`config.mk`:
```
export PLATFORM = sky130hd
export DESIGN_NAME = protection_trip_voting_logic
export DESIGN_NICKNAME = d
export VERILOG_FILES = /design/src/logic/prot_pkg.sv /design/src/logic/sync_stage.sv /design/src/logic/delay_timer.sv /design/src/logic/protection_trip_voting_logic.sv
export SDC_FILE = /design/constraint.sdc
export NUM_CORES = 1
export LEC_CHECK = 0
export BUFFER_PORTS_ARGS = -buffer_cell sky130_fd_sc_hd__buf_2
export CORE_MARGIN = 5
export CORE_UTILIZATION = 50
export CTS_CLUSTER_DIAMETER = 60
export DETAILED_ROUTE_END_ITERATION = 12
export GPL_ROUTABILITY_DRIVEN = 1
export MAX_ROUTING_LAYER = met4
export PLACE_DENSITY = 0.76
export SLEW_MARGIN = 20
export SYNTH_ARGS = -nofsm -noshare
export SYNTH_HDL_FRONTEND = slang
export SYNTH_SLANG_ARGS = --single-unit
```
`constraint.sdc`:
```
create_clock -name ref_clk -period 2.94 [get_ports ref_clk]
set_input_delay 0.294 -clock ref_clk [delete_from_list [all_inputs] [get_ports ref_clk]]
set_output_delay 0.294 -clock ref_clk [all_outputs]
set_load 0.02 [all_outputs]
```
`src/logic/prot_pkg.sv`:
```
// Purpose: shared types and constants for the protection trip voting logic
// Assumes: ref_clk at 250 MHz, four divisions
// Notes:   bus offsets are byte addresses of aligned 32-bit words
package prot_pkg;

  localparam int unsigned NUM_DIV = 4;

  // per-division trip conditions from the sensor channels, one bit each
  typedef struct packed {
    logic drywellPressHigh;
    logic stopValveClosure;
    logic controlValveFastClosure;
    logic powerRangeFluxTrip;
    logic sourceRangeFluxTrip;
    logic vesselPressHigh;
    logic levelLow3;
    logic levelHigh8;
    logic isolationValveClosed;
    logic headerPressLow;
    logic poolTempHigh;
    logic vacuumLow;
    logic feedwaterLoss;
  } cond_t;

  localparam int unsigned COND_W = $bits(cond_t);

  // operating mode selector codes
  localparam logic [1:0] MODE_SHUTDOWN = 2'h0;
  localparam logic [1:0] MODE_REFUEL   = 2'h1;
  localparam logic [1:0] MODE_STARTUP  = 2'h2;
  localparam logic [1:0] MODE_RUN      = 2'h3;

  // software control register contents
  typedef struct packed {
    logic [3:0] actForce;
    logic [3:0] divForce;
  } ctrl_t;

  localparam ctrl_t CTRL_RESET = '{actForce: 4'h0, divForce: 4'h0};

  // register byte offsets
  localparam logic [3:0] OFS_CTRL      = 4'h0;
  localparam logic [3:0] OFS_STATUS    = 4'h4;
  localparam logic [3:0] OFS_DIV_ALARM = 4'h8;
  localparam logic [3:0] OFS_COND_ALM  = 4'hc;

  // status register field positions
  localparam int unsigned ST_SHUTDOWN  = 0;
  localparam int unsigned ST_AUTO      = 1;
  localparam int unsigned ST_MANUAL    = 2;
  localparam int unsigned ST_DELAY     = 3;
  localparam int unsigned ST_DIV_TRIP  = 4;
  localparam int unsigned ST_LOAD_OPEN = 8;
  localparam int unsigned ST_SENS_BYP  = 12;
  localparam int unsigned ST_TLU_BYP   = 16;
  localparam int unsigned ST_PROC_ALM  = 20;
  localparam int unsigned ST_FLUX_ALM  = 21;
  localparam int unsigned ST_MODE_SD   = 22;

  // reset permissive delay after a shutdown latches
  localparam int unsigned CLK_MHZ            = 250;
  localparam int unsigned RESET_DELAY_US     = 10000;
  localparam int unsigned RESET_DELAY_CYCLES = RESET_DELAY_US * CLK_MHZ;

  // per-division alarm word: auto, manual test, sensors bypassed, unit out of service
  typedef struct packed {
    logic [3:0] tluOutOfService;
    logic [3:0] sensorsBypassed;
    logic [3:0] manualTrip;
    logic [3:0] autoTrip;
  } div_alarm_t;

  // state of the voting core
  typedef struct packed {
    logic        autoLatch;
    logic        manLatch;
    logic [3:0]  loadOpen;
    ctrl_t       ctrl;
    logic        ack;
    logic [31:0] readData;
    div_alarm_t  divAlarm;
    cond_t       condAlarm;
    logic        processAlarm;
    logic        fluxModeAlarm;
  } core_st_t;

  // state of the reset delay timer
  typedef struct packed {
    logic [31:0] cnt;
    logic        done;
  } timer_st_t;

endpackage

```
`src/logic/sync_stage.sv`:
```
// Purpose: two flip-flop synchroniser for a bundle of pin levels
// Assumes: every bit is an independent level, no multi-bit coherence needed
// Notes:   first stage feeds the second stage only
module sync_stage #(
  parameter int unsigned W = 1
)(
  input  wire logic         ref_clk,
  input  wire logic         reset_n,
  input  wire logic [W-1:0] din,
  output logic      [W-1:0] dout
);

  typedef struct packed {
    logic [W-1:0] meta;
    logic [W-1:0] stable;
  } sync_st_t;

  sync_st_t st;
  sync_st_t next_st;

  // shift pins through two stages
  always_comb begin
    next_st.meta   = din;
    next_st.stable = st.meta;
  end

  // zero at reset reads as power lost, so loads start open
  always_ff @(posedge ref_clk or negedge reset_n) begin
    if (!reset_n) begin
      st <= '0;
    end else begin
      st <= next_st;
    end
  end

  assign dout = st.stable;

endmodule

```
`src/logic/delay_timer.sv`:
```
// Purpose: counts a fixed delay while run is high
// Assumes: LIMIT is at least one cycle
// Notes:   done stays high until run drops, which clears the count
module delay_timer #(
  parameter int unsigned LIMIT = 1
)(
  input  wire logic ref_clk,
  input  wire logic reset_n,
  input  wire logic run,
  output logic      done
);

  prot_pkg::timer_st_t st;
  prot_pkg::timer_st_t next_st;

  // count up to the limit, then hold
  always_comb begin
    next_st = st;
    if (!run) begin
      next_st.cnt  = 32'h0;
      next_st.done = 1'b0;
    end else if (!st.done) begin
      next_st.cnt  = st.cnt + 32'h1;
      next_st.done = (st.cnt + 32'h1) >= LIMIT;
    end
  end

  always_ff @(posedge ref_clk or negedge reset_n) begin
    if (!reset_n) begin
      st <= '0;
    end else begin
      st <= next_st;
    end
  end

  assign done = st.done;

endmodule

```
`src/logic/protection_trip_voting_logic.sv`:
```
// Purpose: four-division trip voting, shutdown latch, bypasses and alarms
// Assumes: all pin inputs asynchronous; Avalon-MM slave on ref_clk
// Notes:   loadOpen high means the load driver is open, the tripped state
module protection_trip_voting_logic #(
  parameter int unsigned RESET_DELAY_CYCLES = prot_pkg::RESET_DELAY_CYCLES
)(
  input  wire logic                   ref_clk,
  input  wire logic                   reset_n,
  input  wire prot_pkg::cond_t [3:0]  divCond,
  input  wire logic [3:0]             capInsufficient,
  input  wire logic [3:0]             sensorBypassReq,
  input  wire logic [3:0]             tluBypassReq,
  input  wire logic [3:0]             divPowerGood,
  input  wire logic                   manualA,
  input  wire logic                   manualB,
  input  wire logic [1:0]             modeSel,
  input  wire logic                   fluxNonCoincident,
  input  wire logic                   headerBypassSw,
  input  wire logic                   resetAuto,
  input  wire logic                   resetManual,
  input  wire logic [3:0]             address,
  input  wire logic                   read,
  input  wire logic                   write,
  input  wire logic [31:0]            writedata,
  input  wire logic [3:0]             byteenable,
  output logic [31:0]                 readdata,
  output logic                        waitrequest,
  output logic                        shutdownCmd,
  output logic [3:0]                  loadOpen,
  output logic                        processAlarm,
  output logic                        fluxModeAlarm,
  output prot_pkg::div_alarm_t        divAlarm
);

  localparam int unsigned SYNC_W = 4 * prot_pkg::COND_W + 16 + 2 + 2 + 4;

  // population count of a four-bit vector
  function automatic logic [2:0] countOnes4(input logic [3:0] v);
    return {2'h0, v[0]} + {2'h0, v[1]} + {2'h0, v[2]} + {2'h0, v[3]};
  endfunction

  // keep only the lowest set bit of a request vector
  function automatic logic [3:0] firstOne4(input logic [3:0] v);
    return v & (~v + 4'h1);
  endfunction

  prot_pkg::core_st_t st;
  prot_pkg::core_st_t next_st;

  logic [SYNC_W-1:0]     rawIn;
  logic [SYNC_W-1:0]     syncIn;
  prot_pkg::cond_t [3:0] sCond;
  prot_pkg::cond_t [3:0] masked;
  logic [3:0]            sCap;
  logic [3:0]            sSensByp;
  logic [3:0]            sTluByp;
  logic [3:0]            sPower;
  logic                  sManA;
  logic                  sManB;
  logic [1:0]            sMode;
  logic                  sFluxNc;
  logic                  sHdrByp;
  logic                  sRstAuto;
  logic                  sRstMan;

  logic [3:0]            sensByp;
  logic [3:0]            tluByp;
  logic [3:0]            divTrip;
  logic [3:0]            autoTrip;
  logic                  autoVote;
  logic [3:0]            tluOut;
  logic                  outVote;
  logic                  manualCmd;
  logic                  modeShut;
  logic                  runMode;
  logic                  latched;
  logic                  delayDone;
  logic                  autoClear;
  logic                  manClear;
  logic                  busReq;
  logic [31:0]           statusWord;
  prot_pkg::cond_t       anyCond;

  // every sensor and switch pin passes two flops before any logic reads it
  assign rawIn = {divCond, capInsufficient, sensorBypassReq, tluBypassReq, divPowerGood,
                  manualA, manualB, modeSel, fluxNonCoincident, headerBypassSw,
                  resetAuto, resetManual};

  sync_stage #(
    .W (SYNC_W)
  ) u_sync (
    .ref_clk (ref_clk),
    .reset_n (reset_n),
    .din     (rawIn),
    .dout    (syncIn)
  );

  assign {sCond, sCap, sSensByp, sTluByp, sPower, sManA, sManB, sMode, sFluxNc,
          sHdrByp, sRstAuto, sRstMan} = syncIn;

  // mode decode
  assign modeShut = sMode == prot_pkg::MODE_SHUTDOWN;
  assign runMode  = sMode == prot_pkg::MODE_RUN;
  assign latched  = st.autoLatch | st.manLatch;

  // a request above the lowest-numbered one is ignored rather than dropping two divisions out
  assign sensByp = firstOne4(sSensByp);
  assign tluByp  = firstOne4(sTluByp);

  // per-division condition masking and divisional trip, four copies
  always_comb begin
    masked  = sCond;
    divTrip = 4'h0;
    for (int d = 0; d < prot_pkg::NUM_DIV; d++) begin
      // stop and control valve closures matter only without enough bypass capacity
      masked[d].stopValveClosure = sCond[d].stopValveClosure & sCap[d];
      masked[d].controlValveFastClosure =
        sCond[d].controlValveFastClosure & sCap[d];
      masked[d].isolationValveClosed = sCond[d].isolationValveClosed & runMode;
      masked[d].sourceRangeFluxTrip = sCond[d].sourceRangeFluxTrip & ~runMode;
      masked[d].headerPressLow =
        sCond[d].headerPressLow & ~(sHdrByp & latched);
      // level 3 and level 8 pass unmasked
      divTrip[d] = (|masked[d]) | modeShut | st.ctrl.divForce[d];
    end
  end

  // automatic vote over unbypassed divisions; bypass leaves two of three
  assign autoTrip = divTrip & ~sensByp;
  assign autoVote = countOnes4(autoTrip) >= 3'h2;

  // division outputs; a dead division fails toward trip
  assign tluOut  = {4{autoVote}} | st.ctrl.actForce | ~sPower;
  assign outVote = countOnes4(tluOut & ~tluByp) >= 3'h2;

  // manual path needs both channels and bypasses the vote entirely
  assign manualCmd = sManA & sManB;

  // clear only when delay expired, reset asked and inputs quiet, same cycle
  assign autoClear = sRstAuto & delayDone & ~outVote & ~(|autoTrip);
  assign manClear  = sRstMan & delayDone & ~sManA & ~sManB;

  // reset permissive timer, runs from the moment the latch sets
  delay_timer #(
    .LIMIT (RESET_DELAY_CYCLES)
  ) u_delay (
    .ref_clk (ref_clk),
    .reset_n (reset_n),
    .run     (latched),
    .done    (delayDone)
  );

  // raw limit crossings per condition, any division
  always_comb begin
    anyCond = '0;
    for (int d = 0; d < prot_pkg::NUM_DIV; d++) begin
      anyCond = anyCond | sCond[d];
    end
  end

  // status word image
  always_comb begin
    statusWord = 32'h0;
    statusWord[prot_pkg::ST_SHUTDOWN] = latched;
    statusWord[prot_pkg::ST_AUTO] = st.autoLatch;
    statusWord[prot_pkg::ST_MANUAL] = st.manLatch;
    statusWord[prot_pkg::ST_DELAY] = delayDone;
    statusWord[prot_pkg::ST_DIV_TRIP +: 4] = divTrip;
    statusWord[prot_pkg::ST_LOAD_OPEN +: 4] = st.loadOpen;
    statusWord[prot_pkg::ST_SENS_BYP +: 4] = sensByp;
    statusWord[prot_pkg::ST_TLU_BYP +: 4] = tluByp;
    statusWord[prot_pkg::ST_PROC_ALM] = st.processAlarm;
    statusWord[prot_pkg::ST_FLUX_ALM] = st.fluxModeAlarm;
    statusWord[prot_pkg::ST_MODE_SD] = modeShut;
  end

  assign busReq = read | write;

  // next state of latches, outputs, alarms and bus slave
  always_comb begin
    next_st = st;

    // sticky once set; a new trip in the clear cycle keeps it set
    next_st.autoLatch = outVote | (st.autoLatch & ~autoClear);
    next_st.manLatch  = manualCmd | (st.manLatch & ~manClear);

    // all loads open on shutdown, otherwise only the division's own
    next_st.loadOpen = {4{outVote | manualCmd | latched}} | tluOut;

    // alarms toward the control room
    next_st.condAlarm     = anyCond;
    next_st.processAlarm  = |anyCond;
    next_st.fluxModeAlarm = sFluxNc & runMode;
    next_st.divAlarm.autoTrip        = divTrip & ~st.ctrl.divForce;
    next_st.divAlarm.manualTrip      = st.ctrl.divForce | st.ctrl.actForce;
    next_st.divAlarm.sensorsBypassed = sensByp;
    next_st.divAlarm.tluOutOfService = tluByp;

    // one wait cycle: ack rises, then the master samples waitrequest low
    next_st.ack = busReq & ~st.ack;
    if (read & ~st.ack) begin
      unique case (address)
        prot_pkg::OFS_CTRL:      next_st.readData = {24'h0, st.ctrl};
        prot_pkg::OFS_STATUS:    next_st.readData = statusWord;
        prot_pkg::OFS_DIV_ALARM: next_st.readData = {16'h0, st.divAlarm};
        prot_pkg::OFS_COND_ALM:  next_st.readData = {19'h0, st.condAlarm};
        default:                 next_st.readData = 32'h0;
      endcase
    end

    // write lands on the edge where waitrequest is low
    if (write & st.ack & (address == prot_pkg::OFS_CTRL) & byteenable[0]) begin
      next_st.ctrl = prot_pkg::ctrl_t'(writedata[7:0]);
    end
  end

  // state register; loads start open and stay open until the startup shutdown is reset
  always_ff @(posedge ref_clk or negedge reset_n) begin
    if (!reset_n) begin
      st               <= '0;
      st.ctrl          <= prot_pkg::CTRL_RESET;
      st.loadOpen      <= 4'hf;
    end else begin
      st <= next_st;
    end
  end

  // outputs
  assign waitrequest   = busReq & ~st.ack;
  assign readdata      = st.readData;
  assign shutdownCmd   = st.autoLatch | st.manLatch;
  assign loadOpen      = st.loadOpen;
  assign processAlarm  = st.processAlarm;
  assign fluxModeAlarm = st.fluxModeAlarm;
  assign divAlarm      = st.divAlarm;

endmodule

```
# Yosys cells after proc, flatten, opt, wreduce, memory -nomap -nowiden
# Cells that the tools add are included.
# word_totals
inputBits	120
elab_cells	135
output_inout_bits	56
register_bits	263
# classes
n_lt_le_gt_ge	3
n_bitwise	77
reduce_logical	8
n_eq_ne	5
mux	3
n_addsub	9
# ops
cell	n
case mux 23 bit (4 select lines)	1
two-way mux 33 bit	2
OR reduction 13 bit	5
OR 13 bit	3
bitwise AND 1 bit	36
adder 32 x 1 -> 32 bit, second input constant	1
greater-or-equal comparator 32 x 22 -> 1 bit, second input constant	1
NOT 4 bit	6
bitwise AND 4 bit	5
OR 4 bit	4
OR 1 bit	14
NOT 1 bit	9
adder 4 x 1 -> 4 bit, second input constant	2
equality test 4 bit, second input constant	2
adder 2 x 1 -> 3 bit	2
adder 3 x 1 -> 3 bit	2
greater-or-equal comparator 3 x 2 -> 1 bit, second input constant	2
adder 1 x 1 -> 2 bit	2
equality test 4 x 3 -> 1 bit, second input constant	1
zero test 4 bit	1
OR reduction 4 bit	1
equality test 2 bit, second input constant	1
zero test 2 bit	1
!= test 2 bit, second input constant	1

# Depth between registers and ports, before layout
# depth
ltp_word	25
mapped_depth	13

# By module
# A second synthesis with hierarchy kept.
# unflattened
hier_cells	755
hier_area_um2	9539.1
# by_module_without_submodules
module	area_per_inst_um2	instances	cells_per_inst	seq_area_each_um2
sync_stage	3803.6	1	152	3803.6
protection_trip_voting_logic	3472.1	1	334	1731.7
delay_timer	2263.4	1	269	825.8

# Worst setup path after synthesis
# OpenSTA, ideal clock, no wires.
# synth_timing
kind	reg2reg
from	reg u_sync.st (netlist bit u_sync.dout[4])
to	reg loadOpen[0] (netlist name)
setup_ns	0.084
path_stages_with_launch	14
period_less_slack_ns	3.196
t_required_ns	2.856
arrival_time_ns	3.112
n_path_buf	0
path_slack_ns	-0.256
path_cell_list	dfrtp_1 -> nand2_1 -> mux2_2 -> a211oi_1 -> nor2b_1 -> or2_2 -> inv_1 -> fa_1 -> a21o_1 -> o21bai_1 -> fa_1 -> nor2_1 -> a211oi_2 -> nand2b_1
# synth_lines
element	line_no	source
start, declared	sync_stage.sv:18	sync_st_t st;
start signal, assigned	sync_stage.sv:32	st <= next_st;

==> results.sh <==
export IMPL_crit_start="u_sync.dout[30]"
export IMPL_ff2ff_path_depth=13
export IMPL_setup_tns_ps=-1572
export IMPL_reg2reg_to="loadOpen[3]"
export IMPL_die_area_um2=21660
export IMPL_maxCapViolCount=0
export IMPL_critPathKind="register to register"
export IMPL_arrival_ps=3750
export IMPL_hold_end="st[65]"
export IMPL_r2r_start="u_sync.dout[30]"
export IMPL_fin_cells=1201
export IMPL_cts_sinks=254
export IMPL_grt_usage=0.2169
export IMPL_clk_pin_slew_ps=60
export IMPL_final_area_um2=11960
export IMPL_grt_setup_unrepaired="true"
export IMPL_cts_tree="built"
export IMPL_critPathLaunchType="register"
export IMPL_tightest_slew_ps=859.8
export IMPL_synth_cells=739
export IMPL_finalSetupViolCount=5
export IMPL_drt_iter0_drc=432
export IMPL_clkLatencyLatePin_ps=540
export IMPL_seq_area_frac_synth=0.6760
export IMPL_post_place_cells=1072
export IMPL_hold_class="primary input to register"
export IMPL_netlist_area_um2=9410
export IMPL_violations="setup timing"
export IMPL_cts_buffer_depth=3
export IMPL_drv_slew=0
export IMPL_crit_required_ps=3380
export IMPL_critical_path_top_delay_family="adder cells"
export IMPL_finalClockSkew_ps=19.27
export IMPL_ant_nets=0
export IMPL_slowest_stage="fa_1"
export IMPL_hold_slack_ps=13.24
export IMPL_firstDrtPassIters=5
export IMPL_status="finished with violations"
export IMPL_wl_um=22310
export IMPL_period_share=1.125
export IMPL_cellLeakagePower_nw=5.435
export IMPL_min_path_cells=2
export IMPL_cp_cell_sequence="nor4_4 > nand4_1 > a211oi_4 > nor2b_4 > or2_4 > inv_2 > fa_1 > a21o_1 > o21ai_2 > fa_1 > nor2_1 > a211oi_2 > nand2b_1"
export IMPL_cp_end_kind="register"
export IMPL_portBuffers=139
export IMPL_path_common_cell="fa_1"
export IMPL_final_core_util=0.6417
export IMPL_max_vdd_ir_drop_v=0.0005720
export IMPL_post_drt_wl_per_cell_um=18.58
export IMPL_path_max_fanout=4
export IMPL_start_util=0.5048
export IMPL_synth_cell_types=62
export IMPL_grt_pass1_vias=6799
export IMPL_ys_seq_elements=254
export IMPL_htreeDepth=1
export IMPL_final_cell_mix="dfrtp_1, buf_2, dlygate4sd3_1, nor2_1, nand2_1"
export IMPL_drc=0
export IMPL_die_height_um=147.2
export IMPL_slew_headroom=0.4268
export IMPL_grt_pass1_wl_um=36190
export IMPL_hpwl_um=14650
export IMPL_grt_max_degree=87
export IMPL_crit_buf_inv=1
export IMPL_power_density_nw_per_um2=639.8
export IMPL_grt_overflow_total=0
export IMPL_drive_gt1_frac=0.2653
export IMPL_clockRootBuffer="clkbuf_16"
export IMPL_vias=6331
export IMPL_gp_congestion=0.8559
export IMPL_cts_buffers=26
export IMPL_fin_crit_ps=3309
export IMPL_grt_antenna_before_repair=2
export IMPL_synthArstFlopShare=1.000
export IMPL_ys_warn_count=0
export IMPL_setup_slack_ps=-368.7
export IMPL_mostFrequentLayoutCell="dfrtp_1"
export IMPL_synth_ff_type="dfrtp_1"
export IMPL_dpl_instance_area_um2=10200
export IMPL_syn_avg_cell_area_um2=12.73
export IMPL_rows=50
export IMPL_hold_start="writedata[1]"
export IMPL_rrSetupSlack_ps=-370
export IMPL_boundaryPins=176
export IMPL_area_delta_synth_final_pct=27.12
export IMPL_synth_edf_count=0
export IMPL_viasPerCell=5.271
export IMPL_fp_dieW_um=147.2
export IMPL_max_freq_mhz=302.2
export IMPL_timing_hold_violations_final=0
export IMPL_max_stage_delay_ps=540
export IMPL_fin_nets=1072
export IMPL_core_area_um2=18640
power breakdown:
part           leakage [nW]  internal (mW)  switching [mW]
registers              3.05           3.66           0.103
clock network         0.451           2.04            1.37
logic                  1.93          0.220           0.264
final cells by class:
type / instances / area (um^2)
diodes: 2 / 5.005
clock buffers: 28 / 678.2
clock inverters: 18 / 229.0
fillers: 1361 / 6680
inverters: 8 / 30.03
multi-input cells: 411 / 2638
flip-flops and latches: 254 / 6361
well taps: 234 / 292.8
repair buffers: 246 / 1729
stage by stage:
step,power [mW],setup slack [ps]
4_1_cts,7.704,-402.4
3_3_place_gp,4.205,-323.9
5_1_grt,7.935,-613.8
3_5_place_dp,4.220,-411.1
6_report,7.654,-368.7
2_1_floorplan,4.001,-83.88
state kept, by name (all words and copies together), names as in the netlist:
register        flops
processAlarm        1
u_delay.st         32
u_sync.dout        76
loadOpen            4
st                 24
u_delay.done        1
readdata           23
u_sync.next_st     76
fluxModeAlarm       1
divAlarm           16
cell families (layout without fill, tap and decap cells):
logic type	after synthesis	count (layout)	synth area share
fa+ha+maj	5	5	0.008244
other cells	1	11	0.0003985
compound gates	110	110	0.07898
xor+xnor	32	32	0.02978
mux	12	12	0.01423
buf+inv	82	300	0.05491
simple gates	243	243	0.1375
flops	254	254	0.6760
what timing repair did:
| item | CTS | global route |
|---|---|---|
| setup buffers | 1 | 2 |
| resized for setup | 6 | 1 |
| pin swaps | 2 | 1 |
| hold endpoints to repair | 159 | 0 |
| setup endpoints to repair | 5 | 5 |
| hold buffers | 78 | 0 |
worst max-delay path by stage:
stage	to	depth (start not counted)
floorplan	loadOpen[0]	13
global placement	loadOpen[1]	13
detailed placement	loadOpen[3]	13
CTS	loadOpen[3]	13
global route	loadOpen[3]	13
finish	loadOpen[3]	13
metal layers:
layer  vias up  wire length, um  global-route usage
met4         0              493             0.05825
met2       193            11700              0.3776
met1      3161             8844              0.2610
met3        43             1274             0.04164
met5         -                0                   -
li1       2934                -                   -
synthesized netlist by cell type (8+ instances only):
cell	n	area (um^2)
a21oi_1	12	60.06
a22o_1	12	105.1
and3_1	10	62.56
buf_4	52	390.4
clkbuf_1	16	60.06
dfrtp_1	250	6256
inv_1	8	30.03
mux2_2	11	123.9
nand2_1	54	202.7
nand2b_1	10	62.56
nand3_1	11	55.05
nand4_1	10	62.56
nor2_1	59	221.5
nor2b_1	8	50.05
nor3_1	13	65.06
nor4_1	13	81.33
o21ai_0	38	190.2
or2_2	9	56.30
or4_1	13	97.59
xnor2_1	20	175.2
xor2_1	12	105.1
(Power assumes the default switching activity.)
